## src/hdl/pwea_regs.svh

```systemverilog
// Register indices, field positions, reset values and masks of the wake event aggregator.
// Assumes a 32-bit APB slave where the byte address is four times the register index.
`ifndef PWEA_REGS_SVH
`define PWEA_REGS_SVH

// ************************************************************
// Register indices
// ************************************************************
`define PWEA_IDX_ACTIVATE   8'h30
`define PWEA_IDX_IRQ_SEL    8'h70
`define PWEA_IDX_HM_RST_SEL 8'he7
`define PWEA_IDX_RST_CTRL   8'hf2
`define PWEA_IDX_STAT_LO    8'hf3
`define PWEA_IDX_STAT_HI    8'hf4
`define PWEA_IDX_EN_LO      8'hf6
`define PWEA_IDX_EN_HI      8'hf7
`define PWEA_IDX_INT_STAT   8'hd0
`define PWEA_IDX_INT_EN     8'hd1
`define PWEA_IDX_INT_CLR    8'hd2

// ************************************************************
// Reset values and writable masks
// ************************************************************
`define PWEA_RST_CTRL_INIT  8'h7c
`define PWEA_RST_CTRL_MASK  8'h7d
`define PWEA_ZERO_INIT      8'h00
`define PWEA_STAT_LO_W      6
`define PWEA_STAT_HI_W      4
`define PWEA_IRQ_SEL_W      4
`define PWEA_INT_W          2

// ************************************************************
// Field positions
// ************************************************************
`define PWEA_CTRL_GWE       0
`define PWEA_CTRL_RST_LSB   2
`define PWEA_RST_OUT_N      5
`define PWEA_HM_SEL_BIT     0
`define PWEA_ACT_BIT        0
`define PWEA_INT_WAKE       0
`define PWEA_INT_BUSERR     1

`endif

```

## src/hdl/pwea_pkg.sv

```systemverilog
// Types shared by the wake event aggregator and its bench.
// Assumes pwea_regs.svh supplies the widths.
`include "pwea_regs.svh"

package pwea_pkg;
   typedef logic [7:0]                    pwea_byte_t;
   typedef logic [`PWEA_STAT_LO_W-1:0]    pwea_src_lo_t;
   typedef logic [`PWEA_STAT_HI_W-1:0]    pwea_src_hi_t;
   typedef logic [`PWEA_RST_OUT_N-1:0]    pwea_rst_t;
   typedef logic [`PWEA_INT_W-1:0]        pwea_int_t;
   typedef logic [31:0]                   pwea_word_t;
endpackage : pwea_pkg

```

## src/hdl/pwea_sync.sv

```systemverilog
// Two flip-flop level synchroniser, one chain per bit.
// Assumes the inputs are levels that stay put for at least two clocks.
`timescale 1ns/1ns

module pwea_sync #(
   parameter int             W    = 1,
   parameter logic [W-1:0]   INIT = '0
) (
   // Clock and reset
   input  wire logic         clk,
   input  wire logic         rst_n,
   // Data
   input  wire logic [W-1:0] d,
   output logic      [W-1:0] q
);

   logic [W-1:0] meta_q;

   // ************************************************************
   // One chain per bit
   // ************************************************************
   for (genvar i = 0; i < W; i++)
   begin : g_bit
      always_ff @(posedge clk or negedge rst_n)
      begin
         if (!rst_n)
         begin
            meta_q[i] <= INIT[i];
            q[i]      <= INIT[i];
         end
         else
         begin
            meta_q[i] <= d[i];
            q[i]      <= meta_q[i];
         end
      end
   end

endmodule // pwea_sync

```

## src/hdl/pwea_top.sv

```systemverilog
// Wake event aggregator: ten latched sources, enables and the wake request.
// Assumes an APB master, source levels from foreign clocks and a separate
// standby reset for the registers that live on standby power.
//
// The APB interface to the registers was chosen for this implementation.
`timescale 1ns/1ns
`include "pwea_regs.svh"

module pwea_top (
   // Clock and resets
   input  wire logic                 CLK,
   input  wire logic                 NRST,
   input  wire logic                 STBY_NRST,
   // APB slave
   input  wire logic                 PSEL,
   input  wire logic                 PENABLE,
   input  wire logic                 PWRITE,
   input  wire logic [9:0]           PADDR,
   input  wire pwea_pkg::pwea_word_t PWDATA,
   output pwea_pkg::pwea_word_t      PRDATA,
   output logic                      PREADY,
   output logic                      PSLVERR,
   // Event sources, active high except the watchdog
   input  wire logic                 SRC_MOUSE,
   input  wire logic                 SRC_KEYBOARD_CONTROLLER,
   input  wire logic                 SRC_PRINTER_PORT,
   input  wire logic                 SRC_FLOPPY_CONTROLLER,
   input  wire logic                 SRC_SERIAL_PORT_A,
   input  wire logic                 SRC_SERIAL_PORT_B,
   input  wire logic                 SRC_HARDWARE_MONITOR,
   input  wire logic                 WATCHDOG_TIMEOUT_N,
   input  wire logic                 SRC_MIDI,
   input  wire logic                 SRC_RING_INDICATE_B,
   // Reset sources
   input  wire logic                 POWER_GOOD_OUT,
   input  wire logic                 LPC_RESET_N,
   // Outputs
   output logic                      WAKE_REQ_N,
   output pwea_pkg::pwea_rst_t       RESET_OUT_N,
   output logic                      HM_RESET_N,
   output logic [3:0]                WAKE_IRQ_SEL,
   output logic                      DEV_ACTIVE,
   output logic                      INTR
);
   import pwea_pkg::*;

   // ************************************************************
   // Input synchronisers
   // ************************************************************
   pwea_src_lo_t src_lo_s;
   pwea_src_hi_t src_hi_s;
   logic         wdt_n_s;
   logic         src_hm_s;
   logic         src_midi_s;
   logic         src_rib_s;
   logic         pgood_s;
   logic         lrst_n_s;

   pwea_sync #(.W(`PWEA_STAT_LO_W), .INIT('0)) u_sync_lo (
      .clk   (CLK),
      .rst_n (NRST),
      .d     ({SRC_MOUSE, SRC_KEYBOARD_CONTROLLER, SRC_PRINTER_PORT,
               SRC_FLOPPY_CONTROLLER, SRC_SERIAL_PORT_A, SRC_SERIAL_PORT_B}),
      .q     (src_lo_s)
   );

   // The watchdog line idles high, so its chain resets high too.
   pwea_sync #(.W(6), .INIT(6'h10)) u_sync_hi (
      .clk   (CLK),
      .rst_n (NRST),
      .d     ({SRC_HARDWARE_MONITOR, WATCHDOG_TIMEOUT_N, SRC_MIDI,
               SRC_RING_INDICATE_B, POWER_GOOD_OUT, LPC_RESET_N}),
      .q     ({src_hm_s, wdt_n_s, src_midi_s, src_rib_s, pgood_s, lrst_n_s})
   );

   assign src_hi_s = {src_hm_s, ~wdt_n_s, src_midi_s, src_rib_s};

   // ************************************************************
   // APB decode
   // ************************************************************
   pwea_byte_t idx;
   pwea_byte_t wdat;
   logic       setup;
   logic       access;
   logic       wr_en;
   logic       sel_act;
   logic       sel_irq;
   logic       sel_hms;
   logic       sel_ctrl;
   logic       sel_st_lo;
   logic       sel_st_hi;
   logic       sel_en_lo;
   logic       sel_en_hi;
   logic       sel_istat;
   logic       sel_ien;
   logic       sel_iclr;
   logic       hit;

   assign idx       = PADDR[9:2];
   assign wdat      = PWDATA[7:0];
   assign setup     = PSEL & ~PENABLE;
   assign access    = PSEL & PENABLE;
   assign sel_act   = (idx == `PWEA_IDX_ACTIVATE);
   assign sel_irq   = (idx == `PWEA_IDX_IRQ_SEL);
   assign sel_hms   = (idx == `PWEA_IDX_HM_RST_SEL);
   assign sel_ctrl  = (idx == `PWEA_IDX_RST_CTRL);
   assign sel_st_lo = (idx == `PWEA_IDX_STAT_LO);
   assign sel_st_hi = (idx == `PWEA_IDX_STAT_HI);
   assign sel_en_lo = (idx == `PWEA_IDX_EN_LO);
   assign sel_en_hi = (idx == `PWEA_IDX_EN_HI);
   assign sel_istat = (idx == `PWEA_IDX_INT_STAT);
   assign sel_ien   = (idx == `PWEA_IDX_INT_EN);
   assign sel_iclr  = (idx == `PWEA_IDX_INT_CLR);
   assign hit       = |{sel_act, sel_irq, sel_hms, sel_ctrl, sel_st_lo, sel_st_hi,
                        sel_en_lo, sel_en_hi, sel_istat, sel_ien, sel_iclr};
   // Zero wait states keep the slave simple; read data is caught at setup.
   assign PREADY    = 1'b1;
   assign PSLVERR   = access & ~hit;
   assign wr_en     = access & PWRITE & hit;

   // ************************************************************
   // Standby power registers
   // ************************************************************
   pwea_byte_t   ctrl_q;
   pwea_src_lo_t stat_lo_q;
   pwea_src_hi_t stat_hi_q;
   pwea_src_lo_t en_lo_q;
   pwea_src_hi_t en_hi_q;
   logic         hm_sel_q;
   pwea_src_lo_t stat_lo_d;
   pwea_src_hi_t stat_hi_d;

   assign stat_lo_d = (stat_lo_q & ~({`PWEA_STAT_LO_W{wr_en & sel_st_lo}}
                      & wdat[`PWEA_STAT_LO_W-1:0])) | src_lo_s;
   assign stat_hi_d = (stat_hi_q & ~({`PWEA_STAT_HI_W{wr_en & sel_st_hi}}
                      & wdat[`PWEA_STAT_HI_W-1:0])) | src_hi_s;

   always_ff @(posedge CLK or negedge STBY_NRST)
   begin
      if (!STBY_NRST)
      begin
         ctrl_q    <= `PWEA_RST_CTRL_INIT;
         stat_lo_q <= '0;
         stat_hi_q <= '0;
         en_lo_q   <= '0;
         en_hi_q   <= '0;
         hm_sel_q  <= 1'b0;
      end
      else
      begin
         stat_lo_q <= stat_lo_d;
         stat_hi_q <= stat_hi_d;
         if (wr_en & sel_ctrl)
            ctrl_q <= wdat & `PWEA_RST_CTRL_MASK;
         if (wr_en & sel_en_lo)
            en_lo_q <= wdat[`PWEA_STAT_LO_W-1:0];
         if (wr_en & sel_en_hi)
            en_hi_q <= wdat[`PWEA_STAT_HI_W-1:0];
         if (wr_en & sel_hms)
            hm_sel_q <= wdat[`PWEA_HM_SEL_BIT];
      end
   end

   // ************************************************************
   // Main power registers
   // ************************************************************
   logic       act_q;
   logic [3:0] irq_sel_q;
   pwea_int_t  istat_q;
   pwea_int_t  ien_q;
   pwea_int_t  istat_set;
   pwea_int_t  istat_clr;
   logic       wake_req;
   logic       wake_req_q;

   assign wake_req  = ctrl_q[`PWEA_CTRL_GWE]
                      & (|(stat_lo_q & en_lo_q) | |(stat_hi_q & en_hi_q));
   assign istat_set = {PSLVERR, wake_req & ~wake_req_q};
   assign istat_clr = {`PWEA_INT_W{wr_en & sel_iclr}} & wdat[`PWEA_INT_W-1:0];

   always_ff @(posedge CLK or negedge NRST)
   begin
      if (!NRST)
      begin
         act_q      <= 1'b0;
         irq_sel_q  <= '0;
         istat_q    <= '0;
         ien_q      <= '0;
         wake_req_q <= 1'b0;
      end
      else
      begin
         if (wr_en & sel_act)
            act_q <= wdat[`PWEA_ACT_BIT];
         if (wr_en & sel_irq)
            irq_sel_q <= wdat[`PWEA_IRQ_SEL_W-1:0];
         if (wr_en & sel_ien)
            ien_q <= wdat[`PWEA_INT_W-1:0];
         istat_q    <= (istat_q & ~istat_clr) | istat_set;
         wake_req_q <= wake_req;
      end
   end

   // ************************************************************
   // Read path
   // ************************************************************
   pwea_byte_t rd_mux;

   assign rd_mux = ({8{sel_act}}   & {7'h00, act_q})
                 | ({8{sel_irq}}   & {4'h0, irq_sel_q})
                 | ({8{sel_hms}}   & {7'h00, hm_sel_q})
                 | ({8{sel_ctrl}}  & ctrl_q)
                 | ({8{sel_st_lo}} & {2'h0, stat_lo_q})
                 | ({8{sel_st_hi}} & {4'h0, stat_hi_q})
                 | ({8{sel_en_lo}} & {2'h0, en_lo_q})
                 | ({8{sel_en_hi}} & {4'h0, en_hi_q})
                 | ({8{sel_istat}} & {6'h00, istat_q})
                 | ({8{sel_ien}}   & {6'h00, ien_q});

   always_ff @(posedge CLK or negedge NRST)
   begin
      if (!NRST)
         PRDATA <= '0;
      else if (setup)
         PRDATA <= {24'h000000, rd_mux};
   end

   // ************************************************************
   // Output stage
   // ************************************************************
   pwea_rst_t rst_en;
   logic      hm_rst_src;

   assign rst_en     = ctrl_q[`PWEA_CTRL_RST_LSB +: `PWEA_RST_OUT_N];
   assign hm_rst_src = hm_sel_q ? lrst_n_s : pgood_s;

   // Disabled reset outputs rest high outside NRST reset, which drives every RESET_OUT_N bit low.
   always_ff @(posedge CLK or negedge NRST)
   begin
      if (!NRST)
      begin
         WAKE_REQ_N   <= 1'b1;
         RESET_OUT_N  <= '0;
         HM_RESET_N   <= 1'b0;
         WAKE_IRQ_SEL <= '0;
         DEV_ACTIVE   <= 1'b0;
         INTR         <= 1'b0;
      end
      else
      begin
         WAKE_REQ_N   <= ~wake_req;
         RESET_OUT_N  <= ~rst_en | {`PWEA_RST_OUT_N{lrst_n_s}};
         HM_RESET_N   <= hm_rst_src;
         WAKE_IRQ_SEL <= irq_sel_q;
         DEV_ACTIVE   <= act_q;
         INTR         <= |(istat_q & ien_q);
      end
   end
endmodule // pwea_top

```

## config.mk

```make
export PLATFORM = sky130hd
export DESIGN_NAME = pwea_top
export DESIGN_NICKNAME = d
export VERILOG_FILES = /design/src/hdl/pwea_pkg.sv /design/src/hdl/pwea_sync.sv /design/src/hdl/pwea_top.sv
export VERILOG_INCLUDE_DIRS = /design/src /design/src/hdl
export SDC_FILE = /design/constraint.sdc
export NUM_CORES = 1
export LEC_CHECK = 0
export BUFFER_PORTS_ARGS = -buffer_cell sky130_fd_sc_hd__buf_2
export CAP_MARGIN = 20
export CORE_UTILIZATION = 51
export DETAILED_ROUTE_END_ITERATION = 12
export GPL_TIMING_DRIVEN = 0
export PLACE_DENSITY_LB_ADDON = 0.12
export SYNTH_ARGS = -nofsm -noshare
export SYNTH_HDL_FRONTEND = slang
export SYNTH_SLANG_ARGS = --single-unit
```

## constraint.sdc

```tcl
create_clock -name CLK -period 1.56 [get_ports CLK]
set_input_delay 0.078 -clock CLK [delete_from_list [all_inputs] [get_ports CLK]]
set_output_delay 0.078 -clock CLK [all_outputs]
set_load 0.01 [all_outputs]
```

==> tab_implementation.tex <==
\begin{tabular}{lr}
\hline
Metric & Value \\
\hline
\multicolumn{2}{l}{\textbf{Run status}} \\
\quad Run status & complete, but fails checks \\
\quad Failing checks & DRC \\
\multicolumn{2}{l}{\textbf{Timing}} \\
\quad Minimum clock period after layout & around 1.5 ns \\
\quad Actual transition at the worst max-transition pin & just under 0.7 ns \\
\quad Portion of the clock cycle consumed by the worst path in the final layout & roughly 97\% \\
\quad Max Clock Freq & between 0.6 and 0.7 GHz \\
\quad Post-Route Skew & 0.00853 ns \\
\quad Setup-violating endpoint count in the final report & 0 \\
\quad Max transition margin & between 50 and 60\% \\
\quad Final Max Tran Viols & 0 \\
\quad Final worst-path setup slack & 0.0492 ns \\
\quad RSZ-0062 raised after global routing & yes \\
\quad Final count of hold timing violations & 0 \\
\multicolumn{2}{l}{\textbf{Global routing}} \\
\quad Number of global-route vias before repair & approximately 2,400 \\
\quad Met3 track demand over resource in global routing & between 5 and 6\% \\
\quad GR Util All Layers & between 20\% and 30\% \\
\quad Met2 GRT Util & 36.1\% \\
\quad Wire length of the first global-routing pass & 11,600 um \\
\quad Largest net degree at the start of global routing & 29 \\
\quad Global routing met1 resource utilization & a little over a quarter \\
\quad Sum of overflow across all layers after global routing & 0 \\
\quad Number of antenna violations at the first check in global routing & 0 \\
\quad Most Crowded Layer GR & met2 \\
\multicolumn{2}{l}{\textbf{Finish}} \\
\quad Final net count & 450 \\
\quad P\&R area growth vs syn & 24.9\% \\
\quad Antenna diode instance count & 0 \\
\quad Fraction of layout cells with a size suffix above 1 & $\sim$38\% \\
\quad End-of-flow core utilization & between 60 and 70\% \\
\quad Number of non-filler instances in the completed layout & roughly 470 \\
\multicolumn{2}{l}{\textbf{Power}} \\
\quad Maximum VDD drop & about 0.70 mV \\
\quad Total Power Consumption & slightly below 4000 uW \\
\quad Combinational group share of total power & roughly 10\% \\
\quad Power spent charging and discharging nets & 1020 uW \\
\quad Power density relative to cell area & 913 mW/mm2 \\
\quad Clock power share & roughly 34\% \\
\quad Reported leakage power & a little under 0.002 uW \\
\quad Internal power & about 2900 uW \\
\quad Sequential cell fraction of total power & 55.4\% \\
\quad Proportion of total power due to net switching & between 20\% and 30\% \\
\multicolumn{2}{l}{\textbf{Routing}} \\
\quad Total iterations of the first detailed-routing run & 8 \\
\quad Wire length reported by the detailed router & 7100 um \\
\quad Vias after detailed routing & 2,474 \\
\quad Avg Vias per Cell & 5.24 \\
\quad Average wire length per cell after detail routing & 15.0 um \\
\quad DR DRC count & 16 \\
\quad Initial detailed-routing violation count & 146 \\
\quad DRT antenna net count & 0 \\
\multicolumn{2}{l}{\textbf{Yosys}} \\
\quad Share of synthesized cell area in full adder, half adder and majority cells & 0\% \\
\quad Parity-gate share of the synthesized area counting xor and xnor cells & 0\% \\
\quad Warnings from Yosys & 0 \\
\quad Largest family of logic cells by synthesized area & simple AND/OR/NAND/NOR gates \\
\quad Flip-flop and latch count after synthesis & 81 \\
\quad Seq/Total Area, Yosys & $\sim$59\% \\
\quad Distinct cell type count after synthesis & 47 \\
\quad Synth Area in Simple Gates & between 10 and 15\% \\
\quad Area of the mapped netlist & 0.00347 mm2 \\
\quad Cell count after synthesis & 285 \\
\quad Predominant post-synthesis flop cell & dfrtp\_1 \\
\quad Complex-gate fraction of the synthesized area & between 10\% and 20\% \\
\quad Number of enable-type register cells in the synthesized netlist & 0 \\
\quad Proportion of synthesized area in mux cells & 9.55\% \\
\quad Avg Inst Size Synth & 12.2 um2 \\
\quad Share of async-settable or async-resettable flops after synthesis & 100\% \\
\multicolumn{2}{l}{\textbf{Placement}} \\
\quad Dpl hpwl & between 5000 and 6000 um \\
\quad RD Place Congestion & 0.886 \\
\quad Port Buffers & 52 \\
\quad Worst setup slack before clock tree synthesis & -0.411 ns \\
\quad Cell Count Post-Placement & $\sim$440 \\
\multicolumn{2}{l}{\textbf{Worst setup path}} \\
\quad Critical path class & primary input to primary output \\
\quad Signal arrival time at the worst endpoint & approximately 1.4 ns \\
\quad Critical Path Fanout Max & 10 \\
\quad Kind of capture point of the worst setup path & primary output \\
\quad Element type at the critical path start & primary input \\
\quad Required time reported for the critical path endpoint & around 1.5 ns \\
\multicolumn{2}{l}{\textbf{Clocking}} \\
\quad Clk Latency, worst-skew pair & 0.35 ns \\
\quad Maximum level of the CTS H-tree & 3 \\
\quad Maximum buffer depth of the clock tree & 2 \\
\quad Clock slew at the register clock pins of the worst setup and hold paths & 0.08 ns \\
\quad Clock Sinks & 81 \\
\quad Master cell of the clock root buffer & clkbuf\_8 \\
\quad Total CTS buffers & 9 \\
\quad CTS tree & done \\
\multicolumn{2}{l}{\textbf{Job}} \\
\quad Max-Cap Viols & 0 \\
\multicolumn{2}{l}{\textbf{Floorplan}} \\
\quad Total Die Area & between 0.007 and 0.008 mm2 \\
\quad Site row count & 29 \\
\quad Boundary Pins & roughly 110 \\
\quad Effective utilization at floorplan & 53.8\% \\
\quad Standard cell core area & 0.00646 mm2 \\
\quad Die extent in y & 84.5 um \\
\quad Die W & 84.5 um \\
\multicolumn{2}{l}{\textbf{Hold path}} \\
\quad Worst hold-check path type & primary input to flip-flop \\
\hline
\end{tabular}
state kept, by name, indices dropped and copies added, names as in the netlist, 2 cells and up:
name and flops:
PRDATA 7, RESET_OUT_N 5, WAKE_IRQ_SEL 4, ctrl_q 6
en_hi_q 4, en_lo_q 6, ien_q 2, irq_sel_q 4
istat_q 2, stat_hi_q 4, stat_lo_q 6, u_sync_hi.meta_q 6
u_sync_hi.q 6, u_sync_lo.meta_q 6, u_sync_lo.q 6
path summary, 6_finish.rpt:
check                                               from                       end  slack (ns)  cells after the start
max                                             PADDR[5]                   PSLVERR        0.05                      7
min                                            PWDATA[3]    stat_lo_q[3]$_DFF_PN0_        0.08                      3
max reg2reg                       stat_hi_q[0]$_DFF_PN0_     PRDATA[0]$_DFFE_PN0P_        0.13                      4
min reg2reg                u_sync_lo.meta_q[4]$_DFF_PN0_  u_sync_lo.q[4]$_DFF_PN0_        0.35                      0
max in group asynchronous                           NRST      WAKE_REQ_N$_DFF_PN1_        0.64                      3
min in group asynchronous                      STBY_NRST      hm_sel_q$_DFFE_PN0P_        0.27                      2
layout by cell type, fill, tap and decap left out, drive strengths merged, types with 3 or more instances in the layout:
cell type	instances
nand2b	10
mux2i	5
nand3	9
conb	26
a21oi	5
a21o	11
dlygate4sd3	17
dfstp	8
nor4	10
or3	3
a31oi	4
o41ai	3
clkinv	3
a211oi	5
o21ai	4
nor2	6
nand2	26
clkbuf	14
nor2b	3
inv	6
mux2	25
buf	85
a22oi	5
dfrtp	73
nor3	4
final cells by class:
type / count / area (um2)
Timing Repair Buffer: 70 / 450
Buffer: 37 / 250
Clock buffer: 9 / 124
Inverter: 4 / 15.0
Tap cell: 77 / 96.3
Sequential cell: 81 / 2040
Clock inverter: 7 / 53.8
Multi-Input combinational cell: 187 / 1310
Fill cell: 498 / 2120
stage by stage:
step	instance area, um2	hold slack, ns	setup TNS, ns
after global routing	4340	0.0821	-0.0644
final	4340	0.0780	0
after detailed placement	3940	0.123	-9.18
after CTS	4300	0.0608	-0.0614
after floorplan	3560	-0.218	0
after global placement	3920	0.121	-8.80
Yosys cell counts, types with 2 or more instances:
library cell  instances  area [um2]
a22oi_1               5        37.5
nor2_1                6        22.5
nor4_1                6        37.5
a21o_1               11        82.6
nand3_1               9        45.0
nand4_1               2        12.5
a211oi_1              5        37.5
buf_2                 5        25.0
buf_4                26         195
clkbuf_1              5        18.8
or3_1                 3        18.8
and4_1                2        17.5
nand2_1              26        97.6
o32a_1                2        20.0
nor3_2                2        20.0
a221o_1               2        20.0
dfrtp_1              73        1830
o41ai_1               3        26.3
dfstp_2               8         210
a21oi_1               5        25.0
nor4_2                3        37.5
nor2b_1               3        18.8
mux2i_1               5        50.1
nand2b_1             10        62.6
a31oi_1               4        25.0
inv_1                 4        15.0
nor3_1                2        10.0
o21ai_0               4        20.0
conb_1                2        7.51
mux2_2               25         282
worst max-delay path, cell delays in order:
cell and delay [ns]:
buf_2 0.16, or2_4 0.27, buf_6 0.15, or4_4 0.43, a21oi_4 0.14, nor4_1 0.06
buf_2 0.15
layer usage:
metal,up-vias,part of all wire [%]
li1,1185,-
met1,1206,44
met2,73,50
met3,10,4.8
met4,0,1.5
met5,-,0
kinds of logic (layout without fill, tap and decap cells):
logic type	count (synthesis)	after routing
compound gates	47	47
buf+inv	41	127
flops	81	81
mux	30	30
other cells	2	26
simple gates	84	84
power groups by stage:
stage	clock, uW	combinational, uW	sequential, uW
4_1_cts	1400	398	2200
6_report	1360	407	2190
2_1_floorplan	0	191	2240
5_1_grt	1480	445	2200
3_3_place_gp	0	354	2230
3_5_place_dp	0	362	2240
what timing repair did:
item                                   in CTS  in global routing
buffers inserted                            0                  0
hold buffers                               17                  0
pin swaps                                   0                  1
gates resized for setup                     3                  9
setup endpoints to repair                   5                 11
endpoints found under the hold margin      64                  0
No activity file was read; power rests on OpenSTA's default activity.
